===== src/timer_capture_pkg.sv =====
// constants, register map and carrier types for the timer clock select and capture block
// Function
// (RULE1) mode 000: software-only control, update self-clears
// (RULE2) internal clock drives counting once run set
// (RULE3) mode 111 counts selected trigger edges
// (RULE4) source 110: channel 2 edge counts, sets flag
// (RULE5) pin edges resynchronised before counting
// (RULE6) select 01 uses own pin; filter 0000 off
// (RULE7) polarity 00 rising, 10 falling
// (RULE8) ext clock mode 2 counts trigger pin
// (RULE9) trigger pin filtered, then prescaled; 01 halves
// (RULE10) trigger polarity 0 detects rising edges
// (RULE11) channel: filter, edge select, prescale, capture
// (RULE12) active-high reference, polarity applied last
// (RULE13) bus sees preload; capture via shadow copy
// (RULE14) capture latches counter, sets flag, requests
// (RULE15) capture with flag set sets overcapture
// (RULE16) flag clears by zero write or read
// (RULE17) input channel value register is read-only
// (RULE18) filter 0011 needs eight stable samples
// (RULE19) input prescaler 00 captures every transition
// (RULE20) capture only while capture enable set
// (RULE21) software reads data before overcapture flag
// (RULE22) capture-generate bit raises flag and requests
// (RULE23) pwm input: cross select, source 101, reset
// (RULE24) reset mode trigger restarts counter
package timer_capture_pkg;
  // *****************************
  // register byte offsets
  // *****************************
  localparam logic [7:0] OFS_CTRL = 8'h00;
  localparam logic [7:0] OFS_SLAVE = 8'h04;
  localparam logic [7:0] OFS_IRQEN = 8'h08;
  localparam logic [7:0] OFS_STATUS = 8'h0c;
  localparam logic [7:0] OFS_EVENT = 8'h10;
  localparam logic [7:0] OFS_CHMODE = 8'h14;
  localparam logic [7:0] OFS_CHEN = 8'h18;
  localparam logic [7:0] OFS_CNT = 8'h1c;
  localparam logic [7:0] OFS_CCR1 = 8'h20;
  localparam logic [7:0] OFS_CCR2 = 8'h24;
  // *****************************
  // field positions
  // *****************************
  localparam int CTRL_RUN = 0;
  localparam int SM_MODE = 0;
  localparam int SM_TS = 4;
  localparam int SM_ETF = 8;
  localparam int SM_EXT_TRIGGER_PRESCALER = 12;
  localparam int SM_ECE = 14;
  localparam int SM_ETP = 15;
  localparam int DI_IE = 1;
  localparam int DI_DE = 9;
  localparam int SR_CCIF = 1;
  localparam int SR_TIF = 6;
  localparam int SR_CCOF = 9;
  localparam int EG_UG = 0;
  localparam int EG_CCG = 1;
  localparam int CM_SEL = 0;
  localparam int CM_PSC = 2;
  localparam int CM_FLT = 4;
  localparam int CM_STRIDE = 8;
  localparam int CE_EN = 0;
  localparam int CE_P = 1;
  localparam int CE_NP = 3;
  localparam int CE_STRIDE = 4;
  // *****************************
  // mode codes, counts, reset values
  // *****************************
  localparam logic [2:0] SMS_OFF = 3'h0;
  localparam logic [2:0] SMS_RESET = 3'h4;
  localparam logic [2:0] SMS_EXT1 = 3'h7;
  localparam logic [2:0] TS_TI1_EDGE = 3'h4;
  localparam logic [2:0] TS_CH1_FP1 = 3'h5;
  localparam logic [2:0] TS_CH2_FP2 = 3'h6;
  localparam logic [2:0] TS_EXT = 3'h7;
  localparam logic [1:0] SEL_OUT = 2'h0;
  localparam logic [1:0] SEL_OWN = 2'h1;
  localparam logic [1:0] SEL_CROSS = 2'h2;
  localparam logic [3:0] FLT_OFF = 4'h0;
  localparam logic [3:0] FLT_LEN1 = 4'h2;
  localparam logic [3:0] FLT_LEN2 = 4'h4;
  localparam logic [3:0] FLT_LEN3 = 4'h8;
  localparam logic [3:0] FLT_LEN_LONG = 4'h8;
  localparam logic [1:0] RESP_OKAY = 2'h0;
  localparam logic [1:0] RESP_SLVERR = 2'h2;
  localparam logic [15:0] RST_REG = 16'h0000;
  // *****************************
  // carriers and state
  // *****************************
  typedef struct packed {
    logic awvalid; logic [7:0] awaddr; logic wvalid; logic [31:0] wdata; logic [3:0] wstrb;
    logic bready; logic arvalid; logic [7:0] araddr; logic rready;
  } axi_req_s;
  typedef struct packed {
    logic awready; logic wready; logic bvalid; logic [1:0] bresp;
    logic arready; logic rvalid; logic [31:0] rdata; logic [1:0] rresp;
  } axi_rsp_s;
  typedef struct packed {
    logic [2:0] sync1; logic [2:0] sync2; logic [2:0] filt; logic [2:0] filt_d;
    logic [2:0][3:0] fcnt; logic [2:0] etr_div; logic [1:0][2:0] pcnt;
    logic [15:0] ctrl; logic [15:0] smcr; logic [15:0] dier; logic [15:0] sr;
    logic [15:0] ccmr; logic [15:0] ccer; logic [15:0] cnt;
    logic [1:0][15:0] pre; logic [1:0][15:0] shd; logic [1:0] cap_pend;
    logic aw_hold; logic [7:0] awaddr; logic w_hold; logic [31:0] wdata; logic [3:0] wstrb;
    axi_rsp_s bus; logic [1:0] ch_out; logic [1:0] irq; logic [1:0] dma;
  } state_s;
  localparam state_s ST_RESET = '0;
endpackage : timer_capture_pkg


===== src/timer_clock_select_and_capture.sv =====
// timer counter clock selection, input capture channels and register slave
`timescale 1ns/1ns
module timer_clock_select_and_capture (
  input wire logic i_core_clk,
  input wire logic i_rst,
  input wire timer_capture_pkg::axi_req_s i_axi,
  output timer_capture_pkg::axi_rsp_s o_axi,
  input wire logic i_ch1_pin,
  input wire logic i_ch2_pin,
  input wire logic i_ext_trigger_pin,
  output logic [1:0] o_ch_out,
  output logic [1:0] o_capture_irq,
  output logic [1:0] o_capture_dma
);
  import timer_capture_pkg::*;

  state_s s_r;
  state_s s_nxt;
  logic [2:0] raw;
  logic [2:0] rise;
  logic [2:0] fall;
  logic fp1_ti1;
  logic fp2_ti1;
  logic fp1_ti2;
  logic fp2_ti2;
  logic etr_tick;
  logic trig;
  logic tick;
  logic ug;
  logic restart;
  logic do_wr;
  logic wr_ok;
  logic cnt_wr;
  logic [1:0] ccr_wr;
  logic [1:0] ccr_rd;
  logic [1:0] cap_hit;
  logic [1:0] ccg;
  logic [15:0] sr_set;
  logic [15:0] sr_clr;
  logic [15:0] wval;
  logic [7:0] ra;

  // *****************************
  // helpers
  // *****************************
  // byte-lane merge of a bus write into a 16-bit register
  function automatic logic [15:0] lane_merge(input logic [15:0] old, input logic [31:0] d, input logic [3:0] st);
    lane_merge = {st[1] ? d[15:8] : old[15:8], st[0] ? d[7:0] : old[7:0]};
  endfunction : lane_merge

  // sample count a new level must hold; longer codes fall back to the longest length
  function automatic logic [3:0] filt_len(input logic [3:0] f);
    unique case (f)
      4'h1: filt_len = FLT_LEN1;
      4'h2: filt_len = FLT_LEN2;
      4'h3: filt_len = FLT_LEN3; // RULE18
      default: filt_len = FLT_LEN_LONG;
    endcase
  endfunction : filt_len

  // edge select: 00 rising, 10 falling, 11 both, 01 treated as rising
  function automatic logic edge_pick(input logic r, input logic fl, input logic p, input logic np);
    edge_pick = p ? (fl | (np & r)) : r; // RULE7
  endfunction : edge_pick

  function automatic logic mapped(input logic [7:0] a);
    mapped = (a[1:0] == 2'h0) && (a <= OFS_CCR2);
  endfunction : mapped

  // *****************************
  // next-state logic
  // *****************************
  always_comb
  begin
    s_nxt = s_r;
    raw = '0;
    rise = '0;
    fall = '0;
    etr_tick = 1'b0;
    trig = 1'b0;
    tick = 1'b0;
    ug = 1'b0;
    restart = 1'b0;
    cnt_wr = 1'b0;
    ccr_wr = '0;
    ccr_rd = '0;
    cap_hit = '0;
    ccg = '0;
    sr_set = '0;
    sr_clr = '0;
    wval = '0;
    ra = i_axi.araddr;
    s_nxt.dma = '0;

    // two-stage resync of the three pins; only stage two is read
    s_nxt.sync1 = {i_ext_trigger_pin, i_ch2_pin, i_ch1_pin}; // RULE5
    s_nxt.sync2 = s_r.sync1;
    raw = s_r.sync2 ^ {s_r.smcr[SM_ETP], 2'b00}; // RULE10

    // digital filters, sampled every core clock
    for (int i = 0; i < 3; i++)
    begin
      logic [3:0] fld;
      fld = (i == 2) ? s_r.smcr[SM_ETF +: 4] : s_r.ccmr[CM_FLT + i * CM_STRIDE +: 4];
      if (fld == FLT_OFF)
      begin
        s_nxt.filt[i] = raw[i]; // RULE6 RULE9
        s_nxt.fcnt[i] = '0;
      end
      else if (raw[i] == s_r.filt[i])
      begin
        s_nxt.fcnt[i] = '0;
      end
      else if (s_r.fcnt[i] + 4'h1 >= filt_len(fld))
      begin
        s_nxt.filt[i] = raw[i]; // RULE18
        s_nxt.fcnt[i] = '0;
      end
      else
      begin
        s_nxt.fcnt[i] = s_r.fcnt[i] + 4'h1;
      end
    end
    s_nxt.filt_d = s_r.filt;
    rise = s_r.filt & ~s_r.filt_d;
    fall = ~s_r.filt & s_r.filt_d;

    // polarity-selected edges of each filtered channel input
    fp1_ti1 = edge_pick(rise[0], fall[0], s_r.ccer[CE_P], s_r.ccer[CE_NP]); // RULE11
    fp2_ti1 = edge_pick(rise[0], fall[0], s_r.ccer[CE_P + CE_STRIDE], s_r.ccer[CE_NP + CE_STRIDE]);
    fp1_ti2 = edge_pick(rise[1], fall[1], s_r.ccer[CE_P], s_r.ccer[CE_NP]);
    fp2_ti2 = edge_pick(rise[1], fall[1], s_r.ccer[CE_P + CE_STRIDE], s_r.ccer[CE_NP + CE_STRIDE]);

    // trigger pin prescaler divides rising edges by 1, 2, 4 or 8
    if (rise[2])
    begin
      if (s_r.etr_div == 3'((4'h1 << s_r.smcr[SM_EXT_TRIGGER_PRESCALER +: 2]) - 4'h1))
      begin
        etr_tick = 1'b1; // RULE9
        s_nxt.etr_div = '0;
      end
      else
      begin
        s_nxt.etr_div = s_r.etr_div + 3'h1;
      end
    end

    // trigger selection; internal trigger codes have no source here
    unique case (s_r.smcr[SM_TS +: 3])
      TS_TI1_EDGE: trig = rise[0] | fall[0];
      TS_CH1_FP1: trig = fp1_ti1; // RULE23
      TS_CH2_FP2: trig = fp2_ti2; // RULE4
      TS_EXT: trig = rise[2];
      default: trig = 1'b0;
    endcase
    if (trig && s_r.smcr[SM_MODE +: 3] != SMS_OFF)
    begin
      sr_set[SR_TIF] = 1'b1; // RULE4
    end

    // counter clock source
    if (s_r.ctrl[CTRL_RUN])
    begin
      if (s_r.smcr[SM_MODE +: 3] == SMS_EXT1)
      begin
        tick = trig; // RULE3 RULE4
      end
      else if (s_r.smcr[SM_ECE])
      begin
        tick = etr_tick; // RULE8
      end
      else
      begin
        tick = 1'b1; // RULE2
      end
    end
    restart = trig && s_r.smcr[SM_MODE +: 3] == SMS_RESET; // RULE24

    // register bus: address and data held until both are present
    if (i_axi.awvalid && s_r.bus.awready)
    begin
      s_nxt.aw_hold = 1'b1;
      s_nxt.awaddr = i_axi.awaddr;
    end
    if (i_axi.wvalid && s_r.bus.wready)
    begin
      s_nxt.w_hold = 1'b1;
      s_nxt.wdata = i_axi.wdata;
      s_nxt.wstrb = i_axi.wstrb;
    end
    if (s_r.bus.bvalid && i_axi.bready)
    begin
      s_nxt.bus.bvalid = 1'b0;
    end
    do_wr = s_r.aw_hold && s_r.w_hold && !s_r.bus.bvalid;
    wr_ok = do_wr && mapped(s_r.awaddr);
    if (do_wr)
    begin
      s_nxt.aw_hold = 1'b0;
      s_nxt.w_hold = 1'b0;
      s_nxt.bus.bvalid = 1'b1;
      s_nxt.bus.bresp = wr_ok ? RESP_OKAY : RESP_SLVERR;
    end
    if (wr_ok)
    begin
      unique case (s_r.awaddr)
        OFS_CTRL: s_nxt.ctrl = lane_merge(s_r.ctrl, s_r.wdata, s_r.wstrb); // RULE1
        OFS_SLAVE: s_nxt.smcr = lane_merge(s_r.smcr, s_r.wdata, s_r.wstrb);
        OFS_IRQEN: s_nxt.dier = lane_merge(s_r.dier, s_r.wdata, s_r.wstrb);
        OFS_STATUS: sr_clr = ~lane_merge(16'hffff, s_r.wdata, s_r.wstrb); // RULE16
        OFS_EVENT:
        begin
          wval = lane_merge(RST_REG, s_r.wdata, s_r.wstrb);
          ug = wval[EG_UG]; // RULE1
          ccg = wval[EG_CCG +: 2];
        end
        OFS_CHMODE: s_nxt.ccmr = lane_merge(s_r.ccmr, s_r.wdata, s_r.wstrb);
        OFS_CHEN: s_nxt.ccer = lane_merge(s_r.ccer, s_r.wdata, s_r.wstrb);
        OFS_CNT: cnt_wr = 1'b1;
        OFS_CCR1: ccr_wr[0] = 1'b1;
        OFS_CCR2: ccr_wr[1] = 1'b1;
        default: ;
      endcase
    end

    // read side; a read of a value register also clears its capture flag
    if (s_r.bus.rvalid && i_axi.rready)
    begin
      s_nxt.bus.rvalid = 1'b0;
    end
    if (i_axi.arvalid && s_r.bus.arready)
    begin
      s_nxt.bus.rvalid = 1'b1;
      s_nxt.bus.rresp = mapped(ra) ? RESP_OKAY : RESP_SLVERR;
      s_nxt.bus.rdata = '0;
      unique case (ra)
        OFS_CTRL: s_nxt.bus.rdata[15:0] = s_r.ctrl;
        OFS_SLAVE: s_nxt.bus.rdata[15:0] = s_r.smcr;
        OFS_IRQEN: s_nxt.bus.rdata[15:0] = s_r.dier;
        OFS_STATUS: s_nxt.bus.rdata[15:0] = s_r.sr;
        OFS_CHMODE: s_nxt.bus.rdata[15:0] = s_r.ccmr;
        OFS_CHEN: s_nxt.bus.rdata[15:0] = s_r.ccer;
        OFS_CNT: s_nxt.bus.rdata[15:0] = s_r.cnt;
        OFS_CCR1: ccr_rd[0] = 1'b1;
        OFS_CCR2: ccr_rd[1] = 1'b1;
        default: ;
      endcase
      if (ccr_rd[0])
      begin
        s_nxt.bus.rdata[15:0] = s_r.pre[0]; // RULE13
      end
      if (ccr_rd[1])
      begin
        s_nxt.bus.rdata[15:0] = s_r.pre[1];
      end
    end
    sr_clr[SR_CCIF +: 2] = sr_clr[SR_CCIF +: 2] | ccr_rd; // RULE16

    // counter: update and reset-mode restart beat a write, which beats a tick
    if (ug || restart)
    begin
      s_nxt.cnt = RST_REG; // RULE1 RULE24
      s_nxt.etr_div = '0;
    end
    else if (cnt_wr)
    begin
      s_nxt.cnt = lane_merge(s_r.cnt, s_r.wdata, s_r.wstrb);
    end
    else if (tick)
    begin
      s_nxt.cnt = s_r.cnt + 16'h0001;
    end

    // capture channels
    for (int i = 0; i < 2; i++)
    begin
      logic [1:0] sel;
      logic src;
      logic en;
      sel = s_r.ccmr[CM_SEL + i * CM_STRIDE +: 2];
      en = s_r.ccer[CE_EN + i * CE_STRIDE];
      src = 1'b0;
      if (sel == SEL_OWN)
      begin
        src = (i == 0) ? fp1_ti1 : fp2_ti2; // RULE6
      end
      else if (sel == SEL_CROSS)
      begin
        src = (i == 0) ? fp1_ti2 : fp2_ti1; // RULE23
      end
      // input prescaler counts edges; code 00 passes every edge
      if (!en || sel == SEL_OUT || ug)
      begin
        s_nxt.pcnt[i] = '0;
      end
      else if (src)
      begin
        if (s_r.pcnt[i] == 3'((4'h1 << s_r.ccmr[CM_PSC + i * CM_STRIDE +: 2]) - 4'h1))
        begin
          cap_hit[i] = 1'b1; // RULE19 RULE20
          s_nxt.pcnt[i] = '0;
        end
        else
        begin
          s_nxt.pcnt[i] = s_r.pcnt[i] + 3'h1;
        end
      end
      // capture lands in the shadow, moves to the preload one cycle later
      s_nxt.cap_pend[i] = cap_hit[i];
      if (cap_hit[i])
      begin
        s_nxt.shd[i] = s_r.cnt; // RULE13 RULE14 RULE24
      end
      if (s_r.cap_pend[i])
      begin
        s_nxt.pre[i] = s_r.shd[i]; // RULE13
        sr_set[SR_CCIF + i] = 1'b1; // RULE14
        sr_set[SR_CCOF + i] = s_r.sr[SR_CCIF + i]; // RULE15
      end
      // output channels: writable preload, shadow reloaded on update
      if (ccr_wr[i] && sel == SEL_OUT)
      begin
        s_nxt.pre[i] = lane_merge(s_r.pre[i], s_r.wdata, s_r.wstrb); // RULE17
      end
      if (sel == SEL_OUT && (ug || restart))
      begin
        s_nxt.shd[i] = s_r.pre[i]; // RULE13
      end
      if (ccg[i])
      begin
        sr_set[SR_CCIF + i] = 1'b1; // RULE22
      end
      s_nxt.dma[i] = (s_r.cap_pend[i] || ccg[i]) && s_r.dier[DI_DE + i]; // RULE14 RULE22
      // reference is high while counter below shadow; polarity flips it at the pin
      s_nxt.ch_out[i] = en && sel == SEL_OUT &&
                        ((s_r.cnt < s_r.shd[i]) ^ s_r.ccer[CE_P + i * CE_STRIDE]); // RULE12
    end

    // flags: a set in the same cycle as a clear wins
    s_nxt.sr = (s_r.sr & ~sr_clr) | sr_set; // RULE15 RULE16
    for (int i = 0; i < 2; i++)
    begin
      s_nxt.irq[i] = s_nxt.sr[SR_CCIF + i] && s_r.dier[DI_IE + i]; // RULE14
    end

    // write ready terms follow the holds and read ready follows rvalid, so each channel takes one item per transfer
    s_nxt.bus.awready = !s_nxt.aw_hold && !s_nxt.bus.bvalid;
    s_nxt.bus.wready = !s_nxt.w_hold && !s_nxt.bus.bvalid;
    s_nxt.bus.arready = !s_nxt.bus.rvalid;
  end

  // *****************************
  // state register
  // *****************************
  always_ff @(posedge i_core_clk or posedge i_rst)
  begin
    if (i_rst)
    begin
      s_r <= ST_RESET;
    end
    else
    begin
      s_r <= s_nxt;
    end
  end

  assign o_axi = s_r.bus;
  assign o_ch_out = s_r.ch_out;
  assign o_capture_irq = s_r.irq;
  assign o_capture_dma = s_r.dma;

  // *****************************
  // assertions
  // *****************************
  property p_update_restart;
    @(posedge i_core_clk) disable iff (i_rst)
    ug |=> (s_r.cnt == 16'h0000);
  endproperty
  a_update_restart: assert property (p_update_restart) else $error("update did not restart counter"); // RULE1

  property p_internal_count;
    @(posedge i_core_clk) disable iff (i_rst)
    (s_r.ctrl[CTRL_RUN] && s_r.smcr[2:0] == SMS_OFF && !s_r.smcr[SM_ECE] && !ug && !cnt_wr)
      |=> (s_r.cnt == $past(s_r.cnt) + 16'h0001);
  endproperty
  a_internal_count: assert property (p_internal_count) else $error("internal clock did not count"); // RULE2

  property p_capture_commit;
    @(posedge i_core_clk) disable iff (i_rst)
    cap_hit[0] |=> ##1 (s_r.pre[0] == $past(s_r.cnt, 2) && s_r.sr[SR_CCIF]);
  endproperty
  a_capture_commit: assert property (p_capture_commit) else $error("capture value or flag missing"); // RULE14

  property p_overcapture;
    @(posedge i_core_clk) disable iff (i_rst)
    (s_r.cap_pend[1] && s_r.sr[SR_CCIF + 1]) |=> s_r.sr[SR_CCOF + 1];
  endproperty
  a_overcapture: assert property (p_overcapture) else $error("overcapture flag not set"); // RULE15

  property p_read_clears;
    @(posedge i_core_clk) disable iff (i_rst)
    (ccr_rd[0] && !s_r.cap_pend[0] && !ccg[0]) |=> !s_r.sr[SR_CCIF];
  endproperty
  a_read_clears: assert property (p_read_clears) else $error("value read left capture flag set"); // RULE16

  property p_input_read_only;
    @(posedge i_core_clk) disable iff (i_rst)
    (ccr_wr[1] && s_r.ccmr[CM_SEL + CM_STRIDE +: 2] != SEL_OUT && !s_r.cap_pend[1]) |=> $stable(s_r.pre[1]);
  endproperty
  a_input_read_only: assert property (p_input_read_only) else $error("input channel value was written"); // RULE17

  property p_filter_length;
    @(posedge i_core_clk) disable iff (i_rst)
    (s_r.ccmr[CM_FLT +: 4] == 4'h3 && $changed(s_r.ccmr[CM_FLT +: 4]) == 1'b0 && s_r.filt[0] != s_nxt.filt[0])
      |-> (s_r.fcnt[0] == 4'h7);
  endproperty
  a_filter_length: assert property (p_filter_length) else $error("filter accepted early"); // RULE18

  property p_no_capture_disabled;
    @(posedge i_core_clk) disable iff (i_rst)
    !s_r.ccer[CE_EN] |-> !cap_hit[0];
  endproperty
  a_no_capture_disabled: assert property (p_no_capture_disabled) else $error("capture while disabled"); // RULE20

  property p_trigger_flag;
    @(posedge i_core_clk) disable iff (i_rst)
    (trig && s_r.smcr[2:0] == SMS_EXT1) |=> s_r.sr[SR_TIF];
  endproperty
  a_trigger_flag: assert property (p_trigger_flag) else $error("trigger flag not set"); // RULE4
endmodule : timer_clock_select_and_capture


===== config.mk =====
export PLATFORM = sky130hd
export DESIGN_NAME = timer_clock_select_and_capture
export DESIGN_NICKNAME = d
export VERILOG_FILES = /design/src/timer_capture_pkg.sv /design/src/timer_clock_select_and_capture.sv
export SDC_FILE = /design/constraint.sdc
export NUM_CORES = 1
export LEC_CHECK = 0
export BUFFER_PORTS_ARGS = -buffer_cell sky130_fd_sc_hd__buf_2
export CORE_MARGIN = 4
export CORE_UTILIZATION = 54
export CTS_CLUSTER_SIZE = 24
export DETAILED_ROUTE_END_ITERATION = 8
export PLACE_DENSITY = 0.81
export SETUP_SLACK_MARGIN = 0.15
export SLEW_MARGIN = 10
export SYNTH_ARGS = -nofsm -noshare
export SYNTH_HDL_FRONTEND = slang
export SYNTH_SLANG_ARGS = --single-unit

===== constraint.sdc =====
create_clock -name i_core_clk -period 23.4 [get_ports i_core_clk]
set_clock_uncertainty 0.05 [all_clocks]
set_input_delay 4.68 -clock i_core_clk [delete_from_list [all_inputs] [get_ports i_core_clk]]
set_output_delay 4.68 -clock i_core_clk [all_outputs]
set_load 0.1 [all_outputs]

; Yosys cells after proc, flatten, opt, wreduce, memory -nomap -nowiden
; Index checks and enable logic that the tools add are counted.
[totals]
elab_cells = 325
input_bits = 62
out_inout_bits = 47
reg_bits = 288
[classes]
n_lt_le_gt_ge = 7
n_reduce_logical = 80
add_sub_neg = 10
n_bitwise = 21
n_eq_ne = 48
shift = 3
mux = 108
[ops]
columns = operator, n
row1 = $mux W16, 15
row2 = $pmux W16 S7, 1
row3 = $mux W4, 15
row4 = $eq A8 B5 Y1 const B, 7
row5 = $mux W1, 49
row6 = $mux W37, 1
row7 = $mux W35, 1
row8 = $mux W3, 11
row9 = $eq A8 B4 Y1 const B, 4
row10 = $eq A8 B6 Y1 const B, 4
row11 = $lt A16 B16 Y1, 2
row12 = $mux W8, 4
row13 = $not A16 Y16, 2
row14 = $reduce_and A3 Y1, 10
row15 = $logic_and A1 B1 Y1, 26
row16 = $pmux W4 S2, 3
row17 = $reduce_bool A2 Y1, 10
row18 = $eq A3 B3 Y1 const B, 6
row19 = $reduce_and A2 Y1, 9
row20 = $add A16 B1 Y16 const B, 1
row21 = $and A16 B16 Y16, 1
row22 = $eq A8 B3 Y1 const B, 2
row23 = $le A8 B6 Y1 const B, 2
row24 = $logic_not A8 Y1, 2
row25 = other kinds (31), 89

; Longest topological paths before layout
[depth]
depth_word = 11
ltp_mapped = 10
mapped_depth_nobuf = 9

; Least setup slack after synthesis
; OpenSTA, ideal clock, no wires.
[synth_path]
kind = input to register
startpoint = in i_axi[5] (netlist bit)
endpoint = reg s_r (netlist bit o_capture_irq[1])
arrival_ns = 6.144
path_buffers = 1
setup_time_ns = 0.119
slack_ns = 17.087
path_stages = 8
required_time_ns = 23.231
path_cell_list = clkbuf_1 -> nor4b_1 -> and2_1 -> nand2_1 -> o21a_1 -> a21oi_1 -> o21bai_1 -> and2_1
[synth_lines]
columns = item, line
row1 = "start, declared", timer_clock_select_and_capture.sv:6  ; input wire timer_capture_pkg::axi_req_s i_axi,
row2 = "end signal, assigned", timer_clock_select_and_capture.sv:363  ; s_r <= s_nxt;
row3 = "end, declared", timer_clock_select_and_capture.sv:17  ; state_s s_r;

==> flow_summary.yaml <==
yosys:
  syn_inst: 1412
  ys_top_cells_by_area: "dfrtp_1 47%, mux2_2 8.5%, ha_1 4.2%, mux2i_1 3.6%, a21oi_1 3.1%"
  syn_avg_cell_area_um2: 10.2
  async_flop_share_pct: 100
  yosysMostFrequentCell: "dfrtp_1"
  synth_ff_type: "dfrtp_1"
  syn_area_um2: 14400
  ys_warn_count: 0
  yosys.area.top_type: "dfrtp_1"
  ys_types: 88
  synth-seq-cells: 268
  synth_edf_count: 0
  netlist_top_cells_count: "268 x dfrtp_1, 112 x nor2_1, 108 x mux2_2"
  synth_top_area_share_pct: 46.6
  ys_seq_area_share_pct: 46.6
floorplan:
  die_h_um: 171
  row_count: 59
  core_area_um2: 26100
  dieArea_um2: 29300
  io-pin-count: 109
  start_util_pct: 55.0
  die_x_um: 171
routing:
  drcViolationCount: 0
  drt_iter0_markers: 1359
  wire_per_inst_um: 21.9
  wirelength_um: 38900
  num_vias: 11384
  antenna_left: 0
  via_per_inst: 6.41
  first_pass_iters: 6
power:
  powerDensity_nw_per_um2: 84.7
  peakVddDrop_mv: 0.103
  total_power_mw: 1.33
  p_leak_nw: 7.42
clock_network:
  htree_levels: 1
  clk_latency_ns: 0.56
  cts_tree: "done"
  cts_hold_buffers: 0
  tritoncts.num_buffers: 29
  cts_sinks: 268
  post_cts_resized: 0
  clockBufferDepth: 3
  clockRootBuffer: "clkbuf_16"
  path_clk_slew_ns: 0.06
  cts_setup_buffers: 0
place:
  io_buffers: 72
  gp_congestion: 0.940
  placed_cells: 1724
  hpwl_um: 26800
hold_path:
  timing.hold.worst.class: "reg -> reg"
  hold_start: "s_nxt[300]$_DFF_PP0_"
setup_path:
  cp.required_ns: 23.79
  crit_slowest_cell: "and2_1"
  critical_path_peak_fanout: 21
  rr_startpoint: "s_r[85]$_DFFE_PP0P_"
  cp_slowest_stage_delay_ns: 0.79
  crit_top_cell: "and2_1"
  cp-start-kind: "input pin"
  path_cells: "buf_2 > nor4b_1 > and2_1 > nand2_1 > o21a_1 > a21oi_1 > o21bai_1 > and2_1"
  crit_arrival_ns: 7.99
  end_kind: "register"
  critical_path_class: "in -> reg"
  critPathLaunch: "i_axi[5]"
sta:
  min_period_ns: 7.61
  fin_crit_sh_pct: 32.5
  hold_viol: 0
  timing.hold.ws_ns: 0.296
  grt_setup_unrepaired: "false"
  clock.fmax_ghz: 0.131
  finalSetupViolations: 0
  tightestPinTransition_ns: 1.20
  slew_violations: 0
  slew_headroom_pct: 20.0
  fin_tns_setup_ns: 0
global_routing:
  grt_max_degree: 114
  grt_pass1_vias: 11182
  grt_pass1_wl_um: 61600
  grt_usage_pct: 26.6
  grt_overflow_total: 0
  antenna_found_initial: 1
cells_and_area:
  drive_gt1_share_pct: 18.7
  syn2layout_area_growth_pct: 9.13
  n_fill_cell: 2182
  final_cell_count_no_fill: 1777
  nets: 1530
  antenna_cells_inserted: 0
status:
  status: "complete, no violations"
flow_run:
  maxCapViolations: 0
## stage by stage
step	setup WS (ns)	cell area [um^2]	util, %
after global placement	15.36	14600	55.9
after detailed placement	15.33	14600	55.9
after CTS	15.90	15700	60.1
final	15.79	15700	60.1
after global routing	15.58	15700	60.1
after floorplan	11.29	14400	-
## power by group
group          internal [mW]  switching [mW]
Combinational         0.0671           0.122
Sequential             0.504           0.113
Clock                  0.332           0.192
Total                  0.903           0.426
## final cells by class
cell class	count	area, um^2	share of cell area, %
well taps	335	419	2.67
multi-input cells	974	6800	43.3
inverters	69	267	1.70
flip-flops and latches	268	6710	42.7
repair buffers	78	405	2.58
clock inverters	13	280	1.79
clock buffers	40	817	5.20
## worst paths after layout
kind | endpoint | slack (ns) | cells past startpoint
min in group asynchronous | o_axi[14]$_DFFE_PP0P_ | 4.21 | 2
hold / removal | s_r[300]$_DFF_PP0_ | 0.30 | 0
max in group asynchronous | s_r[271]$_DFFE_PP0P_ | 16.55 | 4
hold reg to reg | s_r[300]$_DFF_PP0_ | 0.30 | 0
setup / recovery | o_capture_irq[1]$_DFF_PP0_ | 15.79 | 8
setup reg to reg | s_r[114]$_DFFE_PP0P_ | 20.18 | 7
## state kept, by name (all words and copies together), names as in the netlist
register / count
o_capture_dma: 2
s_nxt: 6
o_capture_irq: 2
s_r: 233
o_ch_out: 2
o_axi: 23
## cells by family after synthesis
logic type	share of synthesized area [%]
AO/OA/AOI/OAI	16.0
XOR/XNOR	0.609
adder cells (fa/ha/maj)	4.18
buffers and inverters	6.58
flip-flops	46.6
multiplexers	12.6
other	0.0261
AND/OR/NAND/NOR	13.5
## placed cells by master (no fill, tap or decap), types with 8 or more instances in the layout
| cell | netlist | final |
|---|---|---|
| dfrtp_1 | 268 | 268 |
| nor2_1 | 112 | 112 |
| mux2_2 | 108 | 108 |
| nand2_1 | 92 | 92 |
| a21oi_1 | 88 | 88 |
| buf_2 | 13 | 72 |
| inv_1 | 69 | 68 |
| o21ai_0 | 64 | 64 |
| mux2i_1 | 52 | 52 |
| ha_1 | 48 | 48 |
| a22oi_1 | 40 | 40 |
| o22ai_1 | 40 | 40 |
| clkbuf_16 | 0 | 29 |
| nand3_1 | 28 | 28 |
| nor3_1 | 24 | 24 |
| o21a_1 | 19 | 19 |
| o211ai_1 | 18 | 18 |
| conb_1 | 1 | 18 |
| nor2b_1 | 15 | 15 |
| nand4_1 | 13 | 13 |
| and3_1 | 12 | 12 |
| nor2_2 | 10 | 10 |
| and2_1 | 10 | 10 |
| a31oi_1 | 9 | 9 |
| o21ai_1 | 11 | 9 |
| a21o_1 | 9 | 9 |
| nand2b_1 | 8 | 8 |
| bufinv_16 | 0 | 8 |
## routing by layer
metal	up-vias	wire length, um	track usage [%]
met1	5586	15400	36.4
li1	5046	-	-
met4	2	1380	9.09
met2	640	17800	42.8
met3	110	4270	5.63
met5	-	18	0
## critical path, delay by kind of cell
kind                   cells  cell delay [ns]
AND/OR/NAND/NOR            4             2.32
AO/OA/AOI/OAI              3             0.71
buffers and inverters      1             0.26
No activity file was read; power rests on OpenSTA's default activity.
